File: src/core/lbl_pkg.sv
package lbl_pkg;

  localparam logic [7:0] LADDER_OFS   = 8'h00;
  localparam logic [7:0] REFCTL_OFS   = 8'h04;
  localparam logic [7:0] DISPCFG_OFS  = 8'h08;
  localparam logic [7:0] STATUS_OFS   = 8'h0c;

  localparam logic [7:0] LADDER_RST   = 8'h00;
  localparam logic [7:0] REFCTL_RST   = 8'h00;
  localparam logic [7:0] DISPCFG_RST  = 8'h00;
  localparam logic [7:0] LADDER_WMASK = 8'hf7;

  // ladder control fields
  localparam int A_POW_LSB  = 6;
  localparam int B_POW_LSB  = 4;
  localparam int A_CNT_LSB  = 0;
  // bias reference control fields
  localparam int REF_EN_BIT = 0;
  localparam int REF_SRC_BIT = 1;
  localparam int GATE_BIT   = 2;
  localparam int PIN_LSB    = 3;
  // display configuration fields
  localparam int TAP_LSB    = 0;
  localparam int WFT_BIT    = 3;

  // 32 kHz clocks per segment interval
  localparam logic [4:0] SPAN_TYPE_A = 5'h10;
  localparam logic [4:0] SPAN_TYPE_B = 5'h00;
  localparam int         SYNC_STAGES = 3;

  typedef enum logic [1:0] {
    PWR_OFF,
    PWR_LOW,
    PWR_MED,
    PWR_HIGH
  } lbl_power_t;

  typedef struct packed {
    lbl_power_t ladderPower;
    logic       ladderModeB;
    logic       contrastEnable;
    logic [2:0] contrastTapSelect;
    logic       internalRefEnable;
    logic       refFromFixedRef;
    logic       fixedRefBufferEnable;
    logic       fixedRefRequest;
    logic [2:0] externalBiasPins;
  } lbl_bias_t;

  typedef struct packed {
    logic        psel;
    logic        penable;
    logic        pwrite;
    logic [7:0]  paddr;
    logic [31:0] pwdata;
  } lbl_apb_req_t;

  typedef struct packed {
    logic        pready;
    logic        pslverr;
    logic [31:0] prdata;
  } lbl_apb_rsp_t;

endpackage

File: src/core/lbl_pin_sync.sv
`timescale 1ns/1ps
module lbl_pin_sync #(
  parameter int STAGES = 3
) (
  input  wire logic ref_clk,
  input  wire logic rst,
  input  wire logic pinIn,
  output logic      level,
  output logic      rise
);
  logic [STAGES-1:0] stage;

  // a change is accepted only once the last two stages agree
  always_ff @(posedge ref_clk) begin
    if (rst) begin
      stage <= '0;
    end else begin
      stage <= {stage[STAGES-2:0], pinIn};
    end
  end

  always_ff @(posedge ref_clk) begin
    if (rst) begin
      level <= 1'b0;
      rise  <= 1'b0;
    end else begin
      rise <= 1'b0;
      if (stage[STAGES-2] == stage[STAGES-1] && stage[STAGES-1] != level) begin
        level <= stage[STAGES-1];
        rise  <= stage[STAGES-1];
      end
    end
  end
endmodule

File: src/core/lbl_bias_ladder.sv
// Chosen here: the register addresses and register access over APB.
`timescale 1ns/1ps
module lbl_bias_ladder (
  input  wire logic          ref_clk,
  input  wire logic          rst,
  input  wire logic          slowClkPin,
  input  wire logic          lcdActiveFlag,
  input  lbl_pkg::lbl_apb_req_t apbReq,
  output lbl_pkg::lbl_apb_rsp_t apbRsp,
  output lbl_pkg::lbl_bias_t    biasCtl
);
  import lbl_pkg::*;

  logic [7:0] ladderReg;
  logic [7:0] refReg;
  logic [7:0] cfgReg;
  logic [4:0] prescaler;
  logic       slowLevel;
  logic       slowTick;
  logic [31:0] prdataReg;
  logic        slvErr;

  logic       setupPhase;
  logic       accessPhase;
  logic       hitLadder;
  logic       hitRef;
  logic       hitCfg;
  logic       hitStatus;
  logic       mapped;

  lbl_power_t aPower;
  lbl_power_t bPower;
  logic [2:0] aCount;
  logic       waveTypeB;
  logic [4:0] spanLast;
  logic       inModeA;
  lbl_bias_t  next_bias;

  lbl_pin_sync #(
    .STAGES (SYNC_STAGES)
  ) u_slow_sync (
    .ref_clk (ref_clk),
    .rst     (rst),
    .pinIn   (slowClkPin),
    .level   (slowLevel),
    .rise    (slowTick)
  );

  // ---------------- apb slave ----------------
  assign setupPhase  = apbReq.psel && !apbReq.penable;
  assign accessPhase = apbReq.psel && apbReq.penable;
  assign hitLadder   = apbReq.paddr == LADDER_OFS;
  assign hitRef      = apbReq.paddr == REFCTL_OFS;
  assign hitCfg      = apbReq.paddr == DISPCFG_OFS;
  assign hitStatus   = apbReq.paddr == STATUS_OFS;
  assign mapped      = hitLadder || hitRef || hitCfg || hitStatus;

  // zero wait states: read data is latched in the setup cycle
  assign apbRsp.pready  = 1'b1;
  assign apbRsp.pslverr = slvErr;
  assign apbRsp.prdata  = prdataReg;

  always_ff @(posedge ref_clk) begin
    if (rst) begin
      slvErr <= 1'b0;
    end else if (setupPhase) begin
      // status is read only, so a write to it is refused
      slvErr <= !mapped || (apbReq.pwrite && hitStatus);
    end else if (accessPhase) begin
      slvErr <= slvErr;
    end else begin
      slvErr <= 1'b0;
    end
  end

  always_ff @(posedge ref_clk) begin
    if (rst) begin
      prdataReg <= 32'h0000_0000;
    end else if (setupPhase && !apbReq.pwrite) begin
      prdataReg <= 32'h0000_0000;
      if (hitLadder) begin
        prdataReg[7:0] <= ladderReg;
      end else if (hitRef) begin
        prdataReg[7:0] <= refReg;
      end else if (hitCfg) begin
        prdataReg[7:0] <= cfgReg;
      end else if (hitStatus) begin
        prdataReg[15:0] <= {3'h0, prescaler,
                            biasCtl.fixedRefBufferEnable,
                            biasCtl.fixedRefRequest,
                            biasCtl.internalRefEnable,
                            biasCtl.contrastEnable,
                            biasCtl.ladderModeB,
                            biasCtl.ladderPower,
                            lcdActiveFlag};
      end
    end
  end

  // bit 3 of the ladder register is unimplemented and stays zero
  always_ff @(posedge ref_clk) begin
    if (rst) begin
      ladderReg <= LADDER_RST;
    end else if (accessPhase && apbReq.pwrite && hitLadder) begin
      ladderReg <= apbReq.pwdata[7:0] & LADDER_WMASK;
    end
  end

  always_ff @(posedge ref_clk) begin
    if (rst) begin
      refReg <= REFCTL_RST;
    end else if (accessPhase && apbReq.pwrite && hitRef) begin
      refReg <= {2'h0, apbReq.pwdata[5:0]};
    end
  end

  always_ff @(posedge ref_clk) begin
    if (rst) begin
      cfgReg <= DISPCFG_RST;
    end else if (accessPhase && apbReq.pwrite && hitCfg) begin
      cfgReg <= {4'h0, apbReq.pwdata[3:0]};
    end
  end

  // ---------------- interval timing ----------------
  assign aPower    = lbl_power_t'(ladderReg[A_POW_LSB +: 2]);
  assign bPower    = lbl_power_t'(ladderReg[B_POW_LSB +: 2]);
  assign aCount    = ladderReg[A_CNT_LSB +: 3];
  assign waveTypeB = cfgReg[WFT_BIT];
  // span of 32 counts wraps the 5-bit prescaler naturally
  assign spanLast  = (waveTypeB ? SPAN_TYPE_B : SPAN_TYPE_A) - 5'h01;

  // the prescaler restarts whenever the display goes idle, so the
  // first interval after activation begins with a fresh transition
  always_ff @(posedge ref_clk) begin
    if (rst) begin
      prescaler <= 5'h00;
    end else if (!lcdActiveFlag) begin
      prescaler <= 5'h00;
    end else if (slowTick) begin
      if (prescaler >= spanLast) begin
        prescaler <= 5'h00;
      end else begin
        prescaler <= prescaler + 5'h01;
      end
    end
  end

  // phase 0 is the transition; A holds for aCount slow clocks
  assign inModeA = (aCount != 3'h0) && (prescaler < {2'h0, aCount});

  // ---------------- bias outputs ----------------
  always_comb begin
    next_bias = '0;
    next_bias.externalBiasPins  = refReg[PIN_LSB +: 3];
    next_bias.internalRefEnable = lcdActiveFlag && refReg[REF_EN_BIT];
    next_bias.refFromFixedRef   = refReg[REF_SRC_BIT];
    next_bias.ladderModeB       = !inModeA;
    // pin enables deliberately play no part in the ladder power
    if (lcdActiveFlag) begin
      next_bias.ladderPower = inModeA ? aPower : bPower;
    end else begin
      next_bias.ladderPower = PWR_OFF;
    end
    next_bias.contrastEnable = next_bias.internalRefEnable;
    if (next_bias.contrastEnable) begin
      // taps 000..111 step the source down, 111 is about -10 percent
      next_bias.contrastTapSelect = cfgReg[TAP_LSB +: 3];
    end
    next_bias.fixedRefRequest = next_bias.internalRefEnable
                                && refReg[REF_SRC_BIT];
    next_bias.fixedRefBufferEnable = next_bias.fixedRefRequest
                                     && !(refReg[GATE_BIT]
                                          && next_bias.ladderModeB);
  end

  always_ff @(posedge ref_clk) begin
    if (rst) begin
      biasCtl <= '0;
    end else begin
      biasCtl <= next_bias;
    end
  end

  // ---------------- checks ----------------
  property p_ladder_off_idle;
    @(posedge ref_clk) disable iff (rst)
    !lcdActiveFlag |=> biasCtl.ladderPower == PWR_OFF;
  endproperty
  a_ladder_off_idle: assert property (p_ladder_off_idle)
    else $error("ladder powered while lcd idle");

  property p_ref_off_idle;
    @(posedge ref_clk) disable iff (rst)
    !lcdActiveFlag |=> !biasCtl.internalRefEnable && !biasCtl.contrastEnable
                       && !biasCtl.fixedRefRequest;
  endproperty
  a_ref_off_idle: assert property (p_ref_off_idle)
    else $error("reference or contrast on while lcd idle");

  property p_contrast_needs_ref;
    @(posedge ref_clk) disable iff (rst)
    biasCtl.contrastEnable |-> biasCtl.internalRefEnable;
  endproperty
  a_contrast_needs_ref: assert property (p_contrast_needs_ref)
    else $error("contrast ladder on without internal reference");

  property p_contrast_open;
    @(posedge ref_clk) disable iff (rst)
    !biasCtl.contrastEnable |-> biasCtl.contrastTapSelect == 3'h0;
  endproperty
  a_contrast_open: assert property (p_contrast_open)
    else $error("contrast tap driven while ladder open");

  property p_buffer_gate;
    @(posedge ref_clk) disable iff (rst)
    (biasCtl.fixedRefRequest && biasCtl.ladderModeB && refReg[GATE_BIT]
     && $stable(refReg))
    |-> !biasCtl.fixedRefBufferEnable;
  endproperty
  a_buffer_gate: assert property (p_buffer_gate)
    else $error("fixed-ref buffer on in gated mode B");

  property p_fvr_auto;
    @(posedge ref_clk) disable iff (rst)
    (lcdActiveFlag && refReg[REF_EN_BIT] && refReg[REF_SRC_BIT])
    |=> biasCtl.fixedRefRequest;
  endproperty
  a_fvr_auto: assert property (p_fvr_auto)
    else $error("fixed reference not requested");

  property p_pins_independent;
    @(posedge ref_clk) disable iff (rst)
    (lcdActiveFlag && refReg[PIN_LSB +: 3] != 3'h0 && !inModeA)
    |=> biasCtl.ladderPower == $past(bPower);
  endproperty
  a_pins_independent: assert property (p_pins_independent)
    else $error("ladder not in selected B power");

  property p_mode_a_at_transition;
    @(posedge ref_clk) disable iff (rst)
    (lcdActiveFlag && prescaler == 5'h00 && aCount != 3'h0)
    ##1 lcdActiveFlag |-> !biasCtl.ladderModeB;
  endproperty
  a_mode_a_at_transition: assert property (p_mode_a_at_transition)
    else $error("mode A missing at segment transition");

  property p_prescaler_wrap;
    @(posedge ref_clk) disable iff (rst)
    (lcdActiveFlag && slowTick && prescaler == spanLast)
    |=> prescaler == 5'h00;
  endproperty
  a_prescaler_wrap: assert property (p_prescaler_wrap)
    else $error("prescaler did not wrap at interval end");

  property p_mode_b_after_count;
    @(posedge ref_clk) disable iff (rst)
    (lcdActiveFlag && prescaler >= {2'h0, aCount} && $stable(ladderReg))
    ##1 lcdActiveFlag |-> biasCtl.ladderModeB;
  endproperty
  a_mode_b_after_count: assert property (p_mode_b_after_count)
    else $error("mode A held beyond its count");

  property p_power_decode;
    @(posedge ref_clk) disable iff (rst)
    (lcdActiveFlag && !inModeA && $stable(ladderReg))
    |=> biasCtl.ladderPower == $past(bPower);
  endproperty
  a_power_decode: assert property (p_power_decode)
    else $error("power select decoded wrongly");

  property p_tap_follows;
    @(posedge ref_clk) disable iff (rst)
    (biasCtl.contrastEnable && $stable(cfgReg))
    |-> biasCtl.contrastTapSelect == cfgReg[TAP_LSB +: 3];
  endproperty
  a_tap_follows: assert property (p_tap_follows)
    else $error("contrast tap does not follow firmware field");

  property p_pins_follow;
    @(posedge ref_clk) disable iff (rst)
    $stable(refReg) |-> biasCtl.externalBiasPins == refReg[PIN_LSB +: 3];
  endproperty
  a_pins_follow: assert property (p_pins_follow)
    else $error("external pin enables do not follow register");

  property p_tick_level;
    @(posedge ref_clk) disable iff (rst)
    slowTick |-> slowLevel;
  endproperty
  a_tick_level: assert property (p_tick_level)
    else $error("slow clock tick without a high synchronised level");

  property p_prescaler_idle;
    @(posedge ref_clk) disable iff (rst)
    !lcdActiveFlag |=> prescaler == 5'h00;
  endproperty
  a_prescaler_idle: assert property (p_prescaler_idle)
    else $error("prescaler running while lcd idle");

  property p_prescaler_step;
    @(posedge ref_clk) disable iff (rst)
    (lcdActiveFlag && slowTick && prescaler < spanLast)
    |=> prescaler == $past(prescaler) + 5'h01;
  endproperty
  a_prescaler_step: assert property (p_prescaler_step)
    else $error("prescaler did not advance on a slow clock tick");

  property p_prescaler_hold;
    @(posedge ref_clk) disable iff (rst)
    (lcdActiveFlag && !slowTick) |=> $stable(prescaler);
  endproperty
  a_prescaler_hold: assert property (p_prescaler_hold)
    else $error("prescaler moved without a slow clock tick");

  property p_buffer_mode_a;
    @(posedge ref_clk) disable iff (rst)
    (biasCtl.fixedRefRequest && !biasCtl.ladderModeB) |-> biasCtl.fixedRefBufferEnable;
  endproperty
  a_buffer_mode_a: assert property (p_buffer_mode_a)
    else $error("fixed-ref buffer off during mode A");

  property p_source_follows;
    @(posedge ref_clk) disable iff (rst)
    $stable(refReg) |-> biasCtl.refFromFixedRef == refReg[REF_SRC_BIT];
  endproperty
  a_source_follows: assert property (p_source_follows)
    else $error("reference source does not follow register");

  property p_ref_enable_follows;
    @(posedge ref_clk) disable iff (rst)
    (lcdActiveFlag && refReg[REF_EN_BIT]) |=> biasCtl.internalRefEnable;
  endproperty
  a_ref_enable_follows: assert property (p_ref_enable_follows)
    else $error("internal reference not enabled while lcd active");

endmodule

File: config.mk
export PLATFORM = sky130hd
export DESIGN_NAME = lbl_bias_ladder
export DESIGN_NICKNAME = d
export VERILOG_FILES = /design/src/core/lbl_pkg.sv /design/src/core/lbl_pin_sync.sv /design/src/core/lbl_bias_ladder.sv
export SDC_FILE = /design/constraint.sdc
export NUM_CORES = 1
export LEC_CHECK = 0
export BUFFER_PORTS_ARGS = -buffer_cell sky130_fd_sc_hd__buf_2
export CORE_ASPECT_RATIO = 1.2
export CORE_MARGIN = 2
export CORE_UTILIZATION = 48
export CTS_CLUSTER_SIZE = 16
export DETAILED_ROUTE_END_ITERATION = 6
export PLACE_DENSITY = 0.78
export SLEW_MARGIN = 20
export SYNTH_ARGS = -nofsm -noshare
export SYNTH_HDL_FRONTEND = slang
export SYNTH_SLANG_ARGS = --single-unit
File: constraint.sdc
create_clock -name ref_clk -period 2.1 [get_ports ref_clk]
set_input_delay 0.42 -clock ref_clk [delete_from_list [all_inputs] [get_ports ref_clk]]
set_output_delay 0.42 -clock ref_clk [all_outputs]
set_load 0.03 [all_outputs]
==> flow_metrics.tcl, run 1 <==
set metrics [dict create \
    p_leak_nw 1.24 \
    clock_skew_ns 0.0122 \
    drive_gt1_share_pct 24.6 \
    antenna_found_initial 0 \
    die_area_um2 5510 \
    antenna_cells 0 \
    grt_pass1_wl_um 7630 \
    yosys-top-cells-area "dfxtp_1, mux2i_1, buf_4" \
    mostFrequentLayoutCell "dfxtp_1" \
    io_buffers 50 \
    required_ns 2.33 \
    p_sw_share_pct 24.3 \
    intPower_mw 1.43 \
    wirelength_um 4950 \
    wire_per_inst_um 13.7 \
    first_iter_violations 89 \
    hold_slack_ns 0.326 \
    drc_errors 0 \
    worst_pin_slew_ns 0.583 \
    cp-end-kind "register" \
    clkTransAtPathRegs_ns 0.11 \
    routabilityCongestion 0.784 \
    dpl_cell_area_um2 2620 \
    grt_overflow 0 \
    status "finished clean" \
    ys_seq_elements 54 \
    slew_viol_final 0 \
    crit_type "register to register" \
    final_area_um2 2740 \
    initial_core_util_pct 48.9 \
    io_pins 95 \
    yosysTopAreaCellShare_pct 45.7 \
    cts_resized 0 \
    cts_buffer_depth 2 \
    post-route-period-util_pct 79.9 \
    cts_tree "built" \
    r2r_cells 5 \
    final_util_pct 56.6 \
    min_path_type "primary input to register" \
    ctsRootBufferMaster "clkbuf_8" \
    dpl.hpwl_um 3790 \
    nNetsFinal 351 \
    min_period_ns 1.68 \
    ctsHoldBuffers 0 \
    grt_pass1_vias 1656 \
    hold_viol_final 0 \
    gr-usage-all-layers_pct 18.2 \
    vias 1867 \
    h-tree-depth 2 \
    cts_setup_buffers 0 \
    p_switching_mw 0.460 \
    seq_area_frac_synth_pct 45.7 \
    critPathArrivalTime_ns 1.91 \
    die_x_um 68.1 \
    synth_area_um2 2360 \
    synthCells 249 \
    grt_max_degree 28 \
    finalSetupViolations 0 \
    clkPwrFrac_pct 37.7 \
    yosysTopAreaCell "dfxtp_1" \
    cts_num_sinks 54 \
    p_total_mw 1.89 \
    rsz0062_at_grt "false" \
    holdPathStages 2 \
    peakVddDrop_v 0.000467 \
    seq_power_share_pct 54.5 \
    pwr-share-comb_pct 7.8 \
    max_freq_mhz 596 \
    die_h_um 80.9 \
    path_max_fanout 4 \
    row_count 28 \
    area_growth_pct 15.7 \
    startpoint_type "register" \
    max_slew_margin_pct 60.8 \
    ys_types 38 \
    cts_buffers 5 \
    power_density_nw_per_um2 691 \
    postSynthAreaPerCell_um2 9.50 \
    drtAntennaViolNets 0 \
    avgViaCountPerCell 5.17 \
    placeableCoreArea_um2 4830 \
    final_cell_mix "dfxtp_1, buf_2, nor2_1" \
    nFillCells 443 \
    fin_setup_tns_ns 0 \
    clkLatencyLatePin_ns 0.31 \
    dr.pass1.iters 4 \
    yosys_warnings 0 \
    max-cap-violations 0 \
]
==> critical path, cell delays in order, from the launching register on <==
cell     delay, ns
dfxtp_1       0.41
inv_1         0.06
ha_1          0.18
or4_1         0.49
nor2_1        0.25
mux2i_1       0.22
==> through the flow <==
step           setup WS, ns  std cells
2_1_floorplan         0.258        267
3_3_place_gp          0.132        353
3_5_place_dp          0.123        353
4_1_cts               0.417        361
5_1_grt               0.257        361
6_report              0.421        361
==> Yosys cell counts <==
master    number
a22oi_1       10
nand2_1       12
xor2_1         3
or2_2          1
dfxtp_1       54
nand4_1        6
a211oi_1       1
conb_1         2
o211ai_1       1
nor4_4         3
or4_1          1
buf_6          1
nor4_1         1
or3_1          3
mux2_2         1
xnor2_1        1
mux2i_1       20
buf_4         22
nor3b_1        1
o22a_1         3
nor2_1        34
clkbuf_2       1
or3_2          1
or4_4          1
a31oi_1        3
nor3_1         1
o21ai_0       15
ha_1           4
or3b_2         1
nor2b_1        8
inv_1          5
nor4b_1        1
and2_1         3
and3b_1        4
clkbuf_1       8
nand3b_1       3
a21oi_1        4
and3_1         5
==> flip-flops by register name (all words and copies together), names as in the netlist, 3 cells and up <==
signal and flops:
ladderReg 7, u_slow_sync.stage 3, refReg 6, biasCtl 13, cfgReg 4, prescaler 5
prdataReg 13
==> power groups by stage <==
| stage | clock network, mW | registers [mW] | logic (mW) |
|---|---|---|---|
| global route | 0.762 | 1.03 | 0.159 |
| CTS | 0.719 | 1.03 | 0.147 |
| detailed placement | 0 | 1.05 | 0.147 |
| floorplan | 0 | 1.06 | 0.129 |
| global placement | 0 | 1.05 | 0.144 |
| finish | 0.713 | 1.03 | 0.147 |
==> cell type report <==
type                    count  area, um^2  area share (%)
clock inverters             3        48.8            1.78
well taps                  60        75.1            2.74
repair buffers             58         323            11.8
clock buffers               5        68.8            2.51
inverters                   5        18.8           0.686
flip-flops and latches     54        1080            39.5
multi-input cells         176        1120            41.0
==> logic make-up after synthesis <==
kind of cell	synth area share, %
simple gates	22.0
flops	45.7
compound gates	9.74
buf+inv	9.74
mux	8.94
fa+ha+maj	2.12
xor+xnor	1.48
other cells	0.318
==> worst paths after layout <==
check                             from              endpoint  slack (ns)
setup / recovery          ladderReg[2]           biasCtl[13]        0.42
hold / removal              slowClkPin  u_slow_sync.stage[0]        0.33
setup reg to reg          ladderReg[2]           biasCtl[13]        0.42
hold reg to reg   u_slow_sync.stage[0]  u_slow_sync.stage[1]        0.46
==> routing by layer <==
| metal | track usage [%] | up-vias | part of all wire, % | wire (um) |
|---|---|---|---|---|
| li1 | - | 923 | - | - |
| met1 | 22.5 | 875 | 43 | 2120 |
| met2 | 29.9 | 58 | 49 | 2410 |
| met3 | 3.32 | 11 | 5.4 | 266 |
| met4 | 9.00 | 0 | 3.0 | 150 |
| met5 | 0 | - | 0 | 0 |
Note: power is estimated with default switching activity, not from simulation.
==> inputs of run 2 (changes only) <==
Clock period 2.1 ns to 1.7 ns, I/O delays scaled along.
==> run 2 against run 1 <==
  * Clock skew decreased by 0.0046 ns
  * Worst setup slack got worse by 0.34 ns
  * Final cell count increased by 2.5%
  * Critical endpoint is now prdataReg[1]
  * Die area unchanged
  * Wire length shrank 2.6%
  * Core utilization rose by 0.80 points
  * Combinational power increased by 29%
  * Clock power decreased by 3.1%
  * Global-route usage hardly changed
==> flow_metrics.tcl, run 2 (same netlist as run 1, synthesis figures left out) <==
set metrics [dict create \
    seq_power_share_pct 59.1 \
    fin_setup_tns_ns 0 \
    gr-usage-all-layers_pct 18.2 \
    p_leak_nw 1.27 \
    drc_errors 0 \
    finalSetupViolations 0 \
    nNetsFinal 360 \
    reg_top3 "biasCtl (13), prdataReg (13), ladderReg (7)" \
    clock_skew_ns 0.00754 \
    ctsRootBufferMaster "clkbuf_8" \
    placeableCoreArea_um2 4830 \
    max_freq_mhz 617 \
    p_sw_share_pct 24.9 \
    max-cap-violations 0 \
    wire_per_inst_um 13.0 \
    drive_gt1_share_pct 26.8 \
    cts_num_sinks 54 \
    worstReg2RegEnd "biasCtl[13]" \
    min_period_ns 1.62 \
    hold_viol_final 0 \
    cts_buffers 5 \
    post-route-period-util_pct 95.3 \
    intPower_mw 1.62 \
    multiInputGateArea_um2 1120 \
    final_util_pct 57.4 \
    antenna_found_initial 0 \
    grt_overflow 0 \
    die_x_um 68.1 \
    seq_area_um2 1080 \
    cts_buffer_depth 2 \
    cts_tree "built" \
    io_pins 95 \
    min_path_type "primary input to register" \
    p_switching_mw 0.537 \
    path_max_fanout 3 \
    startpoint "apbReq[37]" \
    die_h_um 80.9 \
    dpl.hpwl_um 3760 \
    cp-end-kind "register" \
    antenna_cells 0 \
    grt_pass1_vias 1684 \
    timing.critical_path.to "prdataReg[1]" \
    routabilityCongestion 0.800 \
    status "finished clean" \
    rsz0062_at_grt "false" \
    clkTransAtPathRegs_ns 0.09 \
    nFillCells 447 \
    drtAntennaViolNets 0 \
    area_growth_pct 17.4 \
    crit_type "primary input to register" \
    slew_viol_final 0 \
    final_cell_mix "dfxtp_1, buf_2, nor2_1" \
    first_iter_violations 53 \
    required_ns 1.88 \
    peakVddDrop_v 0.000349 \
    startpoint_type "primary input" \
    initial_core_util_pct 48.9 \
    critPathArrivalTime_ns 1.80 \
    avgViaCountPerCell 5.16 \
    clkLatencyLatePin_ns 0.30 \
    dr.pass1.iters 4 \
    grt_pass1_wl_um 7740 \
    row_count 28 \
    io_buffers 50 \
    pwr-share-comb_pct 8.8 \
    r2r_cells 5 \
    die_area_um2 5510 \
    grt_max_degree 28 \
    rrSetupSlack_ns 0.17 \
    h-tree-depth 2 \
    clkPwrFrac_pct 32.1 \
    wirelength_um 4830 \
    power_density_nw_per_um2 776 \
    r2r_start "ladderReg[2]" \
    mostFrequentLayoutCell "dfxtp_1" \
    vias 1909 \
]
-- run 2: per-layer routing --
layer | up-vias | share of wire (%) | track usage (%) | wire (um)
met5 | - | 0 | 0 | 0
met4 | 0 | 1.8 | 7.20 | 86
met3 | 6 | 4.2 | 3.05 | 205
met2 | 46 | 50 | 30.2 | 2420
met1 | 918 | 44 | 23.3 | 2110
li1 | 939 | - | - | -
-- run 2: worst min path at each step --
stage	start	endpoint	slack (ns)	depth (start not counted)
6_report	slowClkPin	u_slow_sync.stage[0]	0.25	2
5_1_grt	slowClkPin	u_slow_sync.stage[0]	0.25	2
4_1_cts	slowClkPin	u_slow_sync.stage[0]	0.25	2
3_5_place_dp	u_slow_sync.stage[0]	u_slow_sync.stage[1]	0.42	1
3_3_place_gp	u_slow_sync.stage[0]	u_slow_sync.stage[1]	0.42	1
2_1_floorplan	u_slow_sync.stage[0]	u_slow_sync.stage[1]	0.41	1
-- run 2: area by class of cell --
type | instances | area share [%]
Multi-Input combinational cell | 176 | 40.5
Sequential cell | 54 | 39.0
Timing Repair Buffer | 67 | 14.1
Tap cell | 60 | 2.71
Clock buffer | 6 | 2.61
Inverter | 5 | 0.676
Clock inverter | 2 | 0.496
-- run 2: power by group through the flow --
stage,registers (mW),clock network [mW],logic (mW)
2_1_floorplan,1.30,0,0.159
3_3_place_gp,1.30,0,0.186
3_5_place_dp,1.30,0,0.188
4_1_cts,1.27,0.708,0.189
5_1_grt,1.27,0.748,0.205
6_report,1.27,0.691,0.190
-- run 2: critical path, cell delays in order --
cell and delay [ns]:
buf_2 0.10, or4_4 0.55, or3_2 0.47, o21ai_0 0.22
o21ai_0 0.11
-- run 2: what timing repair did --
| action | 4_1_cts | 5_1_grt |
|---|---|---|
| resized for setup | 0 | 1 |
| setup endpoints to repair | 0 | 1 |
| hold buffers | 0 | 0 |
| hold endpoints to repair | 0 | 0 |
| buffers inserted | 0 | 0 |
-- run 2: metrics by stage --
step | setup slack (ns) | hold slack (ns) | std cells | cell area [um^2] | total power [mW]
final | 0.0801 | 0.251 | 370 | 2780 | 2.15
after global routing | 0.0279 | 0.246 | 370 | 2780 | 2.23
after CTS | 0.0929 | 0.247 | 370 | 2770 | 2.17
after detailed placement | -0.194 | 0.424 | 362 | 2690 | 1.49
after global placement | -0.146 | 0.421 | 362 | 2690 | 1.49
after floorplan | -0.0624 | 0.414 | 267 | 2430 | 1.46
==> inputs of run 3 (changes only) <==
Settings changed: ABC_AREA from default to 1, CORE_UTILIZATION 48 to 49, PLACE_DENSITY 0.78 to 0.79.
==> run 3 against run 2 <==
  * Combinational power up 16%
  * First-iteration DRC count up 36%
  * Total power up 0.74%
  * Wire length up 4.3%
  * Clock power down 3.0%
  * Final area up 2.2%
==> flow_metrics.tcl, run 3 <==
set metrics [dict create \
    placeableCoreArea_um2 4940 \
    h-tree-depth 2 \
    gr-usage-all-layers_pct 18.8 \
    ys_seq_elements 54 \
    cts_buffers 5 \
    hold_viol_final 0 \
    synthCells 324 \
    max_slew_margin_pct 62.3 \
    ys_top_cells_by_count "dfxtp_1, nand2_1, nor2_1" \
    dp_slack_ns 0.171 \
    wire_per_inst_um 11.5 \
    final_area_um2 2840 \
    vias 2116 \
    die_h_um 82.6 \
    finalSetupViolations 0 \
    drc_errors 0 \
    p_leak_nw 1.29 \
    clkLatencyLatePin_ns 0.31 \
    startpoint_type "register" \
    fin_setup_tns_ns 0 \
    crit_type "register to register" \
    dpl.hpwl_um 3960 \
    io_buffers 50 \
    cts_tree "built" \
    die_x_um 69.5 \
    nNetsFinal 428 \
    cp-end-kind "register" \
    yosys-top-cells-area "dfxtp_1, nand2_1, buf_4" \
    nFillCells 481 \
    first_iter_violations 72 \
    worst_pin_slew_ns 0.560 \
    synthArstFlopShare_pct 0 \
    row_count 28 \
    yosysTopAreaCell "dfxtp_1" \
    clkTransAtPathRegs_ns 0.08 \
    post-route-period-util_pct 86.7 \
    status "finished clean" \
    postSynthAreaPerCell_um2 7.78 \
    cts_buffer_depth 2 \
    grt_pass1_vias 1956 \
    drive_gt1_share_pct 24.9 \
    cts_num_sinks 54 \
    final_cell_mix "dfxtp_1, buf_2, nand2_1" \
    seq_area_frac_synth_pct 42.9 \
    yosysTopAreaCellShare_pct 42.9 \
    antenna_cells 0 \
    clock_skew_ns 0.0101 \
    initial_core_util_pct 51.0 \
    grt_overflow 0 \
    synth_edf_count 0 \
    peakVddDrop_v 0.000527 \
    synth_flop_cell "dfxtp_1" \
    avgViaCountPerCell 4.84 \
    max-cap-violations 0 \
    ctsRootBufferMaster "clkbuf_8" \
    hold_slack_ns 0.234 \
    power_density_nw_per_um2 765 \
    grt_max_degree 15 \
    drtAntennaViolNets 0 \
    area_growth_pct 12.5 \
    slew_viol_final 0 \
    ctsHoldBuffers 0 \
    grt_pass1_wl_um 8530 \
    yosysMostFrequentCell "dfxtp_1" \
    routabilityCongestion 0.862 \
    dp_cells 430 \
    ys_types 36 \
    rsz0062_at_grt "false" \
    required_ns 1.88 \
    synth_area_um2 2520 \
    dr.pass1.iters 4 \
    timing.final.ws_setup_ns 0.227 \
    min_period_ns 1.47 \
    mostFrequentLayoutCell "dfxtp_1" \
    io_pins 95 \
    min_path_type "primary input to register" \
    final_util_pct 57.4 \
    wirelength_um 5030 \
    dpl_cell_area_um2 2760 \
    cts_resized 0 \
    max_freq_mhz 679 \
    final_cell_count_no_fill 437 \
    reg_top3 "biasCtl (13), prdataReg (13), ladderReg (7)" \
    critPathArrivalTime_ns 1.65 \
    cts_setup_buffers 0 \
    p_total_mw 2.17 \
    die_area_um2 5730 \
    antenna_found_initial 0 \
    yosys_warnings 0 \
    path_max_fanout 5 \
]
## run 3: cell count changes in the layout (fill, tap and decap cells not counted), moves of 6 or more
cell / previous run / this run
inv_1: 5 / 31
nand4_1: 6 / 0
nand2_1: 12 / 49
a21oi_1: 4 / 30
mux2i_1: 20 / 1
nand3_1: 0 / 26
nor2b_1: 8 / 0
buf_4: 16 / 7
a22oi_1: 10 / 0
## run 3: critical path, cell delays in order, from the launching register on
cell and delay (ns):
dfxtp_1 0.42, ha_1 0.19, nand2_1 0.07, nand2_1 0.07, a31oi_1 0.06, o21ai_0 0.46
nor2_1 0.08
## run 3: kinds of logic after synthesis
kind of cell | synth area share [%]
AOI/OAI and AO/OA | 13.2
xor gates and xnor gates | 1.04
adders and majority gates | 1.99
buffers and inverters | 13.9
DFF | 42.9
muxes | 0.397
other | 0.298
and+or+nand+nor | 26.3
## run 3: path summary, 6_finish.rpt
kind / startpoint / end / slack, ns / depth (start not counted)
min: slowClkPin / u_slow_sync.stage[0] / 0.23 / 3
min reg2reg: u_slow_sync.stage[0] / u_slow_sync.stage[1] / 0.41 / 2
max: prescaler[0] / prescaler[0] / 0.23 / 6
max reg2reg: prescaler[0] / prescaler[0] / 0.23 / 6
## run 3: layout make-up
type	count	area, um^2	area share, %
clock buffer	7	76.3	2.69
sequential	54	1080	38.1
multi-input combinational	223	1160	40.8
inverter	36	143	5.03
tap	60	75.1	2.65
timing repair buffer	57	303	10.7
## run 3: report_power, final
| group | total, mW | internal (mW) | switching (mW) |
|---|---|---|---|
| Combinational | 0.220 | 0.0562 | 0.164 |
| Sequential | 1.28 | 1.27 | 0.00500 |
| Clock | 0.670 | 0.285 | 0.386 |
## run 3: routing by layer
layer  GRT usage [%]  wire, um  part of all wire, %  vias to the layer above
met4            6.67        72                  1.4                        0
met3            3.28       278                  5.5                        5
met5               0         0                    0                        -
met1            22.1      2250                   45                      942
met2            34.7      2430                   48                       68
li1                -         -                    -                     1101
